**src/verilog/debug_link_consts.vh**
```
// Contract
// - With neg_ack_disable set, no negative acknowledge when system reset hits a transfer.
// - With collision_detect_disable clear, compare line against own transmitted bits.
// - Writing interface_disable shuts the link, drops clock request, resets the interface.
// - Disabling restores link configuration defaults and invalidates all accepted keys.
// - Key status bits 5, 4, 3 read 1 only while their key is active.
// - The programming key bit clears itself when programming finishes.
// - The chip erase key bit clears itself when chip erase completes.
// - Writing 0x59 to reset request holds system reset; any other value releases it.
// - Reset request reads bit 0 as held reset, all other bits zero.
// - A requested system reset leaves the debug interface itself running.
// - After reset and enable the interface clock is 4 MHz.
// - Writing user_row_final starts user row programming, only with the key accepted.
// - system_clock_request set keeps the system clock running in sleep; zero drops it.
// - Clock request clears on disable and sets automatically on every enable.
// - system_reset_active reads 1 while system is in reset; each read clears it. Here a read while reset is still present leaves it set.
// - system_in_sleep reads 1 while the system is idle or deeper asleep.
// - Programming status bit reads 1 when programming may begin from the link.
// - User row status bit reads 1 when user row programming may begin.
// - Lock status reads 1 while locked, 0 after chip erase clears the lock.
// - CRC status is one-hot: 0 off, 1 busy, 2 good, 4 failed.
// - These registers are reached only over the link, never by the processor.
`ifndef DEBUG_LINK_CONSTS_VH
`define DEBUG_LINK_CONSTS_VH

// ****************************************
// Register offsets
// ****************************************
`define ADDR_PHY_CTRL_B      4'h3
`define ADDR_KEY_STATUS      4'h7
`define ADDR_RESET_REQUEST   4'h8
`define ADDR_CLOCK_SELECT    4'h9
`define ADDR_SYS_CONTROL     4'hA
`define ADDR_SYS_STATUS      4'hB
`define ADDR_CRC_STATUS      4'hC

// ****************************************
// Field positions
// ****************************************
`define BIT_NEG_ACK_DISABLE  4
`define BIT_COLLISION_DIS    3
`define BIT_INTERFACE_DIS    2
`define BIT_KEY_USER_ROW     5
`define BIT_KEY_NVM          4
`define BIT_KEY_ERASE        3
`define BIT_RESET_HELD       0
`define BIT_USER_ROW_FINAL   1
`define BIT_CLOCK_REQUEST    0
`define BIT_RESET_ACTIVE     5
`define BIT_IN_SLEEP         4
`define BIT_NVM_READY        3
`define BIT_USER_ROW_READY   2
`define BIT_LOCKED           0

// ****************************************
// Values
// ****************************************
`define RESET_SIGNATURE      8'h59
`define CLKSEL_RESERVED      2'h0
`define CLKSEL_16MHZ         2'h1
`define CLKSEL_8MHZ          2'h2
`define CLKSEL_4MHZ          2'h3
`define CRC_OFF              3'h0
`define CRC_BUSY             3'h1
`define CRC_GOOD             3'h2
`define CRC_FAIL             3'h4
`define REF_CLOCK_MHZ        7'h64
`define STEP_16MHZ           7'h10
`define STEP_8MHZ            7'h08
`define STEP_4MHZ            7'h04
`define BYTE_ZERO            8'h00

`endif

```
**src/verilog/debug_link_system_access.v**
```verilog
`timescale 1ns/100ps
`include "debug_link_consts.vh"

module debug_link_system_access (
  input  wire       i_ref_clk,            // 100 MHz clock
  input  wire       i_rst,                // Synchronous reset, active high
  input  wire [3:0] i_reg_addr,           // Register offset from link access layer
  input  wire       i_reg_wr,             // Register write strobe
  input  wire       i_reg_rd,             // Register read strobe
  input  wire [7:0] i_reg_wdata,          // Register write data
  output reg  [7:0] o_reg_rdata,          // Register read data
  output reg        o_reg_rvalid,         // Read data valid pulse
  input  wire       i_interface_enable,   // Enable event, fuse or high-voltage entry
  output wire       o_interface_enabled,  // Interface out of reset
  output wire       o_link_clock_request, // Interface clock request
  output reg  [1:0] o_interface_clock_select, // Selected interface clock code
  output reg        o_interface_clock_en, // Interface clock enable pulse
  input  wire       i_tx_active,          // Own transmission in progress
  input  wire       i_tx_bit,             // Bit being transmitted
  input  wire       i_line_level,         // One-wire line level pin
  output reg        o_collision,          // Collision detected pulse
  output wire       o_neg_ack_disable,    // Negative acknowledge suppressed
  input  wire       i_transfer_busy,      // Load or store transfer in progress
  output reg        o_send_neg_ack,       // Send negative acknowledge pulse
  input  wire       i_key_user_row,       // User row write key accepted pulse
  input  wire       i_key_nvm,            // Programming key accepted pulse
  input  wire       i_key_erase,          // Chip erase key accepted pulse
  input  wire       i_nvm_prog_done,      // Programming sequence finished pulse
  input  wire       i_chip_erase_done,    // Chip erase finished pulse
  output wire       o_key_user_row,       // User row write key active
  output wire       o_key_nvm,            // Programming key active
  output wire       o_key_erase,          // Chip erase key active
  output wire       o_system_reset,       // Held system reset request
  output reg        o_user_row_start,     // Start user row programming pulse
  output wire       o_system_clock_request, // Keep system clock in sleep
  input  wire       i_system_in_reset,    // System domain in reset
  input  wire       i_system_in_sleep,    // System domain idle or deeper
  input  wire       i_nvm_prog_ready,     // Programming may begin
  input  wire       i_user_row_ready,     // User row programming may begin
  input  wire       i_device_locked,      // Device locked
  input  wire       i_crc_busy,           // CRC running
  input  wire       i_crc_done,           // CRC finished
  input  wire       i_crc_failed          // CRC signature failed
);

  // ****************************************
  // Functions
  // ****************************************
  function [6:0] clock_step;
    input [1:0] sel;
    begin
      case (sel)
        `CLKSEL_16MHZ: clock_step = `STEP_16MHZ;
        `CLKSEL_8MHZ:  clock_step = `STEP_8MHZ;
        default:       clock_step = `STEP_4MHZ;
      endcase
    end
  endfunction

  function is_write;
    input [3:0] addr;
    input [3:0] target;
    begin
      is_write = i_reg_wr && (addr == target);
    end
  endfunction

  // ****************************************
  // State
  // ****************************************
  reg       enabled;
  reg       neg_ack_disable;
  reg       collision_detect_disable;
  reg       key_user_row;
  reg       key_nvm;
  reg       key_erase;
  reg       reset_held;
  reg       user_row_final;
  reg       clock_request;
  reg       reset_active;
  reg [2:0] crc_state;
  reg       line_meta;
  reg       line_sync;
  reg       sys_reset_seen;
  reg [6:0] clock_acc;
  reg [7:0] next_rdata;
  reg [2:0] next_crc;
  reg [7:0] acc_sum;

  wire iface_rst;
  wire disable_write;
  wire sys_reset_now;

  // Writing the disable bit resets the interface on the following edge.
  assign disable_write = enabled && is_write(i_reg_addr, `ADDR_PHY_CTRL_B) && i_reg_wdata[`BIT_INTERFACE_DIS];
  assign iface_rst     = i_rst || !enabled;
  assign sys_reset_now = i_system_in_reset || reset_held;

  assign o_interface_enabled    = enabled;
  assign o_link_clock_request   = enabled;
  assign o_neg_ack_disable      = neg_ack_disable;
  assign o_key_user_row         = key_user_row;
  assign o_key_nvm              = key_nvm;
  assign o_key_erase            = key_erase;
  assign o_system_reset         = reset_held;
  assign o_system_clock_request = enabled && clock_request;

  // ****************************************
  // Interface enable and disable
  // ****************************************
  // The interface itself is never reset by the system reset it requests.
  always @(posedge i_ref_clk)
  begin
    if (i_rst)
      enabled <= 1'b0;
    else if (disable_write)
      enabled <= 1'b0;
    else if (i_interface_enable)
      enabled <= 1'b1;
  end

  // ****************************************
  // Link configuration
  // ****************************************
  always @(posedge i_ref_clk)
  begin
    if (iface_rst || disable_write)
    begin
      neg_ack_disable          <= 1'b0;
      collision_detect_disable <= 1'b0;
    end
    else if (is_write(i_reg_addr, `ADDR_PHY_CTRL_B))
    begin
      neg_ack_disable          <= i_reg_wdata[`BIT_NEG_ACK_DISABLE];
      collision_detect_disable <= i_reg_wdata[`BIT_COLLISION_DIS];
    end
  end

  // ****************************************
  // Collision detection
  // ****************************************
  always @(posedge i_ref_clk)
  begin
    if (i_rst)
    begin
      line_meta <= 1'b1;
      line_sync <= 1'b1;
    end
    else
    begin
      line_meta <= i_line_level;
      line_sync <= line_meta;
    end
  end

  always @(posedge i_ref_clk)
  begin
    if (iface_rst)
      o_collision <= 1'b0;
    else
      o_collision <= i_tx_active && !collision_detect_disable && (line_sync != i_tx_bit);
  end

  // ****************************************
  // Negative acknowledge on system reset
  // ****************************************
  always @(posedge i_ref_clk)
  begin
    if (iface_rst)
    begin
      sys_reset_seen <= 1'b0;
      o_send_neg_ack <= 1'b0;
    end
    else
    begin
      sys_reset_seen <= sys_reset_now;
      o_send_neg_ack <= sys_reset_now && !sys_reset_seen && i_transfer_busy && !neg_ack_disable;
    end
  end

  // ****************************************
  // Access keys
  // ****************************************
  // A new acceptance in the same cycle as completion keeps the key active.
  always @(posedge i_ref_clk)
  begin
    if (iface_rst || disable_write)
    begin
      key_user_row <= 1'b0;
      key_nvm      <= 1'b0;
      key_erase    <= 1'b0;
    end
    else
    begin
      if (i_key_user_row)
        key_user_row <= 1'b1;
      if (i_key_nvm)
        key_nvm <= 1'b1;
      else if (i_nvm_prog_done)
        key_nvm <= 1'b0;
      if (i_key_erase)
        key_erase <= 1'b1;
      else if (i_chip_erase_done)
        key_erase <= 1'b0;
    end
  end

  // ****************************************
  // System reset request
  // ****************************************
  always @(posedge i_ref_clk)
  begin
    if (iface_rst || disable_write)
      reset_held <= 1'b0;
    else if (is_write(i_reg_addr, `ADDR_RESET_REQUEST))
      reset_held <= (i_reg_wdata == `RESET_SIGNATURE);
  end

  // ****************************************
  // Interface clock select and divider
  // ****************************************
  // The reserved code is ignored so the clock never stops.
  always @(posedge i_ref_clk)
  begin
    if (iface_rst)
      o_interface_clock_select <= `CLKSEL_4MHZ;
    else if (is_write(i_reg_addr, `ADDR_CLOCK_SELECT) && (i_reg_wdata[1:0] != `CLKSEL_RESERVED))
      o_interface_clock_select <= i_reg_wdata[1:0];
  end

  // Fractional accumulator gives the selected mean rate from 100 MHz.
  always @*
  begin
    acc_sum = {1'b0, clock_acc} + {1'b0, clock_step(o_interface_clock_select)};
  end

  always @(posedge i_ref_clk)
  begin
    if (iface_rst)
    begin
      clock_acc            <= 7'h00;
      o_interface_clock_en <= 1'b0;
    end
    else if (acc_sum >= {1'b0, `REF_CLOCK_MHZ})
    begin
      clock_acc            <= acc_sum[6:0] - `REF_CLOCK_MHZ;
      o_interface_clock_en <= 1'b1;
    end
    else
    begin
      clock_acc            <= acc_sum[6:0];
      o_interface_clock_en <= 1'b0;
    end
  end

  // ****************************************
  // System control
  // ****************************************
  always @(posedge i_ref_clk)
  begin
    if (i_rst || disable_write)
      clock_request <= 1'b0;
    else if (!enabled)
      clock_request <= i_interface_enable;
    else if (is_write(i_reg_addr, `ADDR_SYS_CONTROL))
      clock_request <= i_reg_wdata[`BIT_CLOCK_REQUEST];
  end

  always @(posedge i_ref_clk)
  begin
    if (iface_rst)
    begin
      user_row_final   <= 1'b0;
      o_user_row_start <= 1'b0;
    end
    else if (is_write(i_reg_addr, `ADDR_SYS_CONTROL) && key_user_row)
    begin
      user_row_final   <= i_reg_wdata[`BIT_USER_ROW_FINAL];
      o_user_row_start <= i_reg_wdata[`BIT_USER_ROW_FINAL];
    end
    else
      o_user_row_start <= 1'b0;
  end

  // ****************************************
  // System status
  // ****************************************
  // Reset still present during the clearing read wins over the clear.
  always @(posedge i_ref_clk)
  begin
    if (iface_rst)
      reset_active <= 1'b0;
    else if (sys_reset_now)
      reset_active <= 1'b1;
    else if (i_reg_rd && (i_reg_addr == `ADDR_SYS_STATUS))
      reset_active <= 1'b0;
  end

  always @*
  begin
    next_crc = `CRC_OFF;
    if (i_crc_done)
      next_crc = i_crc_failed ? `CRC_FAIL : `CRC_GOOD;
    else if (i_crc_busy)
      next_crc = `CRC_BUSY;
  end

  always @(posedge i_ref_clk)
  begin
    if (iface_rst)
      crc_state <= `CRC_OFF;
    else
      crc_state <= next_crc;
  end

  // ****************************************
  // Register read
  // ****************************************
  // Only the link access layer reaches this port; there is no processor path.
  always @*
  begin
    next_rdata = `BYTE_ZERO;
    case (i_reg_addr)
      `ADDR_PHY_CTRL_B:
      begin
        next_rdata[`BIT_NEG_ACK_DISABLE] = neg_ack_disable;
        next_rdata[`BIT_COLLISION_DIS]   = collision_detect_disable;
      end
      `ADDR_KEY_STATUS:
      begin
        next_rdata[`BIT_KEY_USER_ROW] = key_user_row;
        next_rdata[`BIT_KEY_NVM]      = key_nvm;
        next_rdata[`BIT_KEY_ERASE]    = key_erase;
      end
      `ADDR_RESET_REQUEST:
        next_rdata[`BIT_RESET_HELD] = reset_held;
      `ADDR_CLOCK_SELECT:
        next_rdata[1:0] = o_interface_clock_select;
      `ADDR_SYS_CONTROL:
      begin
        next_rdata[`BIT_USER_ROW_FINAL] = user_row_final;
        next_rdata[`BIT_CLOCK_REQUEST]  = clock_request;
      end
      `ADDR_SYS_STATUS:
      begin
        next_rdata[`BIT_RESET_ACTIVE]   = reset_active || sys_reset_now;
        next_rdata[`BIT_IN_SLEEP]       = i_system_in_sleep;
        next_rdata[`BIT_NVM_READY]      = i_nvm_prog_ready;
        next_rdata[`BIT_USER_ROW_READY] = i_user_row_ready;
        next_rdata[`BIT_LOCKED]         = i_device_locked;
      end
      `ADDR_CRC_STATUS:
        next_rdata[2:0] = crc_state;
      default:
        next_rdata = `BYTE_ZERO;
    endcase
  end

  always @(posedge i_ref_clk)
  begin
    if (iface_rst)
    begin
      o_reg_rdata  <= `BYTE_ZERO;
      o_reg_rvalid <= 1'b0;
    end
    else
    begin
      o_reg_rvalid <= i_reg_rd;
      if (i_reg_rd)
        o_reg_rdata <= next_rdata;
    end
  end

endmodule
```
**config.mk**
```make
export PLATFORM = sky130hd
export DESIGN_NAME = debug_link_system_access
export DESIGN_NICKNAME = d
export VERILOG_FILES = /design/src/verilog/debug_link_system_access.v
export VERILOG_INCLUDE_DIRS = /design/src /design/src/verilog
export SDC_FILE = /design/constraint.sdc
export NUM_CORES = 1
export LEC_CHECK = 0
export CORE_UTILIZATION = 35
export CTS_CLUSTER_SIZE = 14
export DETAILED_ROUTE_END_ITERATION = 12
export DONT_BUFFER_PORTS = 1
export PLACE_DENSITY = 0.59
export SLEW_MARGIN = 15
export SYNTH_ARGS = -nofsm -noshare
export SYNTH_HDL_FRONTEND = slang
export SYNTH_SLANG_ARGS = --single-unit
```
**constraint.sdc**
```tcl
create_clock -name i_ref_clk -period 3 [get_ports i_ref_clk]
set_input_delay 0.3 -clock i_ref_clk [delete_from_list [all_inputs] [get_ports i_ref_clk]]
set_output_delay 0.3 -clock i_ref_clk [all_outputs]
set_load 0.05 [all_outputs]
```
==> results of run 1 <==
[flip-flops by register name (all words and copies together), names as in the netlist, 2 cells and up]
signal                    cells
o_reg_rdata                   6
o_interface_clock_select      2
clock_acc                     5
crc_state                     3
[Yosys cell counts (all sizes together), types with 2 or more instances]
cell	count
nor2b	6
or2	2
mux2i	8
nor3	2
o21ai	7
and3	3
dfxtp	34
buf	4
nor3b	2
xnor2	3
and2	2
a21oi	14
nand2b	7
inv	13
ha	7
nand2	21
nor4b	2
o31ai	3
clkbuf	4
nand3	9
a31oi	3
nor2	21
[logic make-up after synthesis]
kind of cell	after synthesis	synth area share
flops	34	0.411
mux	9	0.0620
other cells	1	0.00227
fa+ha+maj	8	0.0651
simple gates	81	0.241
buf+inv	21	0.0545
xor+xnor	4	0.0212
compound gates	36	0.143
[power breakdown]
group | leakage, nW | internal (mW) | switching (mW)
logic | 0.368 | 0.0281 | 0.0441
clock network | 0.0472 | 0.184 | 0.171
registers | 0.276 | 0.461 | 0.0165
[routing by layer]
layer  share of wire  vias to the layer above
met5               0                        -
met4           0.019                        0
met3           0.090                        6
met2            0.43                       46
met1            0.46                      606
li1                -                      665
[metrics by stage]
step / util / cell area, um^2 / power (mW) / setup WS [ns]
finish: 0.410 / 1820 / 0.905 / 0.168
global route: 0.410 / 1820 / 0.939 / 0.00270
CTS: 0.405 / 1800 / 0.908 / 0.115
detailed placement: 0.384 / 1710 / 0.558 / 0.149
global placement: 0.384 / 1710 / 0.557 / 0.199
floorplan: - / 1660 / 0.553 / 0.0182
[layout by cell type (no fill, tap or decap), types with 2 or more instances in the layout]
cell,Yosys,routed
a21oi_1,14,14
a31oi_1,2,2
and2_1,2,2
and3_1,3,3
buf_4,3,3
clkbuf_8,0,6
conb_1,1,2
dfxtp_1,34,33
ha_1,7,7
inv_1,13,13
mux2i_1,8,8
nand2_1,21,21
nand2b_1,7,7
nand3_1,9,9
nor2_1,21,21
nor2b_1,6,6
nor3_1,2,2
nor3b_1,2,2
nor4b_1,2,2
o21ai_0,7,7
o31ai_1,3,3
or2_2,2,2
xnor2_1,3,3
[worst paths after layout]
kind	startpoint	end	slack, ns	cells after the start
worst max register to register	o_interface_clock_select[0]	clock_acc[4]	0.17	11
worst max-delay path	o_interface_clock_select[0]	clock_acc[4]	0.17	11
worst min register to register	line_meta	line_sync	0.42	1
worst min-delay path	i_crc_failed	crc_state[1]	0.07	1
[cell type report]
class	count	area share
multi-input cells	140	0.498
well taps	52	0.0357
clock inverters	2	0.00687
repair buffers	3	0.0124
inverters	13	0.0268
flip-flops and latches	34	0.375
clock buffers	6	0.0454
[repair_timing]
action / CTS / global route
resized for setup: 0 / 2
setup endpoints to repair: 0 / 2
hold buffers: 0 / 0
==> impl_metrics.ini, run 1 <==
[routing]
drt_first_pass_iters = 8
avgViaCountPerCell = 5.29
initialDrtViolationCount = 79
drt-total-wl_mm = 3.58
routed_wire_length_per_instance_um = 14.3
route.detailed.drc = 4
drt.antenna.violating_nets = 0
vias_post_dr = 1323

[cells_and_area]
multi_input_area_um2 = 907
finalNonFillerCells = 250
seqCellArea_um2 = 682
layout_cell_share_with_drive_strength_beyond_1 = 0.0909
syn_to_final_growth_pct = 10.1
final_net_count = 239
antenna_cells_inserted = 0
fillers = 458

[synthesis]
synthTopCellsByArea = dfxtp_1, ha_1, mux2i_1
yosysSeqAreaShare = 0.411
ys_seq_elements = 34
yosysUniqueCellTypes = 41
synth_enable_flop_cells = 0
yosysWarnings = 0
post-synth-top-area-cell = dfxtp_1
asyncSetResetFlopFracSynth = 0
synthCells = 194
post_synth.cell_area_avg_um2 = 8.53
synth.cell_area_mm2 = 0.00165
yosys.area.top_type_share = 0.411
yosys_most_used_dff = dfxtp_1

[worst_setup_path]
arrival_ns = 3.04
setup.worst_path.end_class = flop
critPathLaunchType = flop
crit_path_cell_trace = inv_1 > ha_1 > ha_1 > inv_1 > fa_1 > nand2b_1 > a211o_1 > a2bb2oi_4 > a31oi_4 > or4_1 > a21oi_1
timing.critical_path.fanout_max = 7
worst-endpoint-required_ns = 3.21
crit_path_max_incr_delay_ns = 0.48
critPathTopFamily = adder cells
cell_with_the_largest_stage_delay_on_the_worst_path = or4_1
worst-path-buf-inv = 2
crit_type = reg2reg

[run_status]
run_status = finished, violations left
violations = DRC

[grt]
pin_count_of_the_biggest_net_entering_global_routing = 19
grt_first_pass_wirelength_mm = 6.00
globalRouteMet2Util = 0.239
use_met1 = 0.190
met3_usage = 0.0712
vias_in_the_first_global_route = 1319
grt_antenna_before_repair = 0
grt_busiest_layer = met2
gr-total-overflow = 0
grt.total_usage = 0.156

[timing]
layout_worst_path_cycle_share = 0.944
min_period_ns = 2.83
grt_setup_unrepaired = false
final_hold_viol_count = 0
worstMarginPinSlew_ns = 0.910
whs_ns = 0.0716
max-slew-margin-rel = 0.385
setup_skew_after_layout_ns = 0.00617
setup_violations = 0
setup_total_negative_slack_ns = 0
final_max_slew_viol_count = 0
max_clock_freq_ghz = 0.353

[place]
post-place-cells = 242
input_output_buffers = 0
post-dp-hpwl_mm = 2.78
gpl.final_weighted_congestion = 0.773

[pwr]
power.leakage_nw = 0.691
irDropWorstVdd_mv = 0.248
power_density_mw_per_mm2 = 497

[clock_tree]
cts_setup_buffers = 0
cts-buffers-inserted = 5
clockBufferDepth = 2
cts_tree = done
cts.sinks = 34
clock_insertion_delay_worst_skew_ns = 0.29
clk_transition_reported_paths_ns = 0.07
htree_num_levels = 2
clock-root-buffer = clkbuf_8

[floorplanning]
number_of_top_level_design_ports = 57
die_w_um = 70.7
height_of_the_die_um = 70.7
placementRows = 24
design.die.area_mm2 = 0.00500
starting_utilization_of_the_core_area = 0.372
core_mm2 = 0.00444

[job]
max_cap_violations = 0

[hold_path]
worst_hold_path_type = in2reg
(Power assumes the default switching activity.)
==> inputs of run 2 (changes only) <==
--- a/config.mk
+++ b/config.mk
@@ -6,11 +6,11 @@
 export SDC_FILE = /design/constraint.sdc
 export NUM_CORES = 1
 export LEC_CHECK = 0
+export CORE_MARGIN = 3
 export CORE_UTILIZATION = 35
 export CTS_CLUSTER_SIZE = 14
 export DETAILED_ROUTE_END_ITERATION = 12
 export DONT_BUFFER_PORTS = 1
-export PLACE_DENSITY = 0.59
 export SLEW_MARGIN = 15
 export SYNTH_ARGS = -nofsm -noshare
 export SYNTH_HDL_FRONTEND = slang
==> run 2 against run 1 <==
The run now ends clean. Clock-buffer cell count unchanged. Via count down 0.53%. Total power is 19% higher. Maximum frequency down 0.83%. Critical endpoint unchanged. Largest cell class unchanged.
==> impl_metrics.ini, run 2 (same netlist as run 1, synthesis figures left out) <==
[pwr]
sequential_power_share = 0.449
power.leakage_nw = 0.721
power_density_mw_per_mm2 = 570
p_sw_mw = 0.228
power.share.clock = 0.486
irDropWorstVdd_mv = 0.356
internal_power_mw = 0.844
sw_frac_of_total = 0.213
comb_power_share = 0.065

[timing]
final_max_slew_viol_count = 0
setup_violations = 0
max-slew-margin-rel = 0.502
layout_worst_path_cycle_share = 0.952
grt_setup_unrepaired = false
max_clock_freq_ghz = 0.350
final_hold_viol_count = 0
worstMarginPinSlew_ns = 0.747
setup_skew_after_layout_ns = 0.00305
setup_total_negative_slack_ns = 0
min_period_ns = 2.86

[floorplanning]
number_of_top_level_design_ports = 57
design.die.area_mm2 = 0.00559
placementRows = 24
height_of_the_die_um = 74.7
core_mm2 = 0.00444
die_w_um = 74.7
starting_utilization_of_the_core_area = 0.372

[place]
detailed_place.area_mm2 = 0.00171
post-place-cells = 243
input_output_buffers = 0
post-dp-hpwl_mm = 2.87
gpl.final_weighted_congestion = 0.828

[clock_tree]
cts.sinks = 34
hold_buffers = 0
cts-buffers-inserted = 5
clockBufferDepth = 2
clk_transition_reported_paths_ns = 0.07
cts_setup_buffers = 0
htree_num_levels = 2
clock_insertion_delay_worst_skew_ns = 0.28
cts_tree = done
clock-root-buffer = clkbuf_8

[grt]
grt.total_usage = 0.137
pin_count_of_the_biggest_net_entering_global_routing = 19
grt_antenna_before_repair = 0
gr-total-overflow = 0
vias_in_the_first_global_route = 1202
grt_first_pass_wirelength_mm = 5.73

[cells_and_area]
largest_reg_flops = 6
antenna_cells_inserted = 0
syn_to_final_growth_pct = 13.6
fillers = 447
layout_cell_share_with_drive_strength_beyond_1 = 0.101
finalNonFillerCells = 251
layout.cell_area.non_filler_mm2 = 0.00188
final_cell_mix = dfxtp_1, nand2_1, nor2_1
largest_registers = o_reg_rdata x6, clock_acc x5, crc_state x3
largest-register = o_reg_rdata
final_net_count = 240
mostFrequentLayoutCell = dfxtp_1

[job]
max_cap_violations = 0

[hold_path]
worst_hold_path_type = in2reg

[routing]
route.detailed.drc = 0
routed_wire_length_per_instance_um = 14.7
drt-total-wl_mm = 3.68
drt_first_pass_iters = 4
initialDrtViolationCount = 53
vias_post_dr = 1316
drt.antenna.violating_nets = 0
avgViaCountPerCell = 5.24

[worst_setup_path]
arrival_ns = 3.06
timing.critical_path.fanout_max = 7
setup.worst_path.end_class = flop
crit_type = reg2reg
critPathLaunchType = flop
worst-endpoint-required_ns = 3.20

[run_status]
run_status = completed
==> run 2: final timing paths <==
kind,end,startpoint,cells after the start,slack (ns)
worst min-delay path,crc_state[1],i_crc_failed,1,0.08
worst min register to register,line_sync,line_meta,1,0.41
worst max register to register,clock_acc[4],o_interface_clock_select[0],11,0.14
worst max-delay path,clock_acc[4],o_interface_clock_select[0],11,0.14
==> run 2: per-stage QoR <==
| step | power [mW] | hold WS, ns | util | setup WS [ns] |
|---|---|---|---|---|
| floorplan | 0.553 | 0.372 | - | 0.0182 |
| finish | 1.07 | 0.0774 | 0.423 | 0.144 |
| global route | 1.11 | 0.0636 | 0.423 | 0.0172 |
| detailed placement | 0.559 | 0.378 | 0.385 | 0.161 |
| CTS | 1.08 | 0.0673 | 0.418 | 0.138 |
| global placement | 0.559 | 0.373 | 0.385 | 0.196 |
==> run 2: worst max-delay path, stage by stage, from the launching register on <==
cell	delay (ns)
dfxtp_2	0.32
inv_1	0.04
ha_1	0.26
ha_1	0.15
inv_1	0.05
fa_1	0.42
nand2b_1	0.19
a211o_1	0.35
a2bb2oi_4	0.22
a31oi_4	0.14
or4_1	0.49
a21oi_1	0.15
==> run 2: final cells by class <==
class / count / area [um^2] / share of cell area
multi-input combinational: 140 / 911 / 0.485
sequential: 34 / 682 / 0.363
clock buffer: 6 / 82.6 / 0.0439
tap: 52 / 65.1 / 0.0346
clock inverter: 2 / 60.1 / 0.0320
inverter: 13 / 48.8 / 0.0260
timing repair buffer: 4 / 30.0 / 0.0160
==> run 2: timing repair <==
item,CTS,global route
hold endpoints to repair,0,0
setup endpoints to repair,0,2
gates resized for setup,0,3
==> run 2: per-layer routing <==
metal	up-vias	part of all wire	global-route usage
met1	587	0.46	0.185
met5	-	0	0
met4	0	0.015	0.0534
li1	677	-	-
met3	7	0.089	0.0654
met2	45	0.43	0.188
==> run 2: power groups by stage <==
stage          Sequential [mW]  Clock [mW]  Combinational, mW
3_5_place_dp             0.492           0             0.0671
2_1_floorplan            0.490           0             0.0629
5_1_grt                  0.483       0.555             0.0770
4_1_cts                  0.482       0.533             0.0673
6_report                 0.482       0.521             0.0695
3_3_place_gp             0.492           0             0.0668
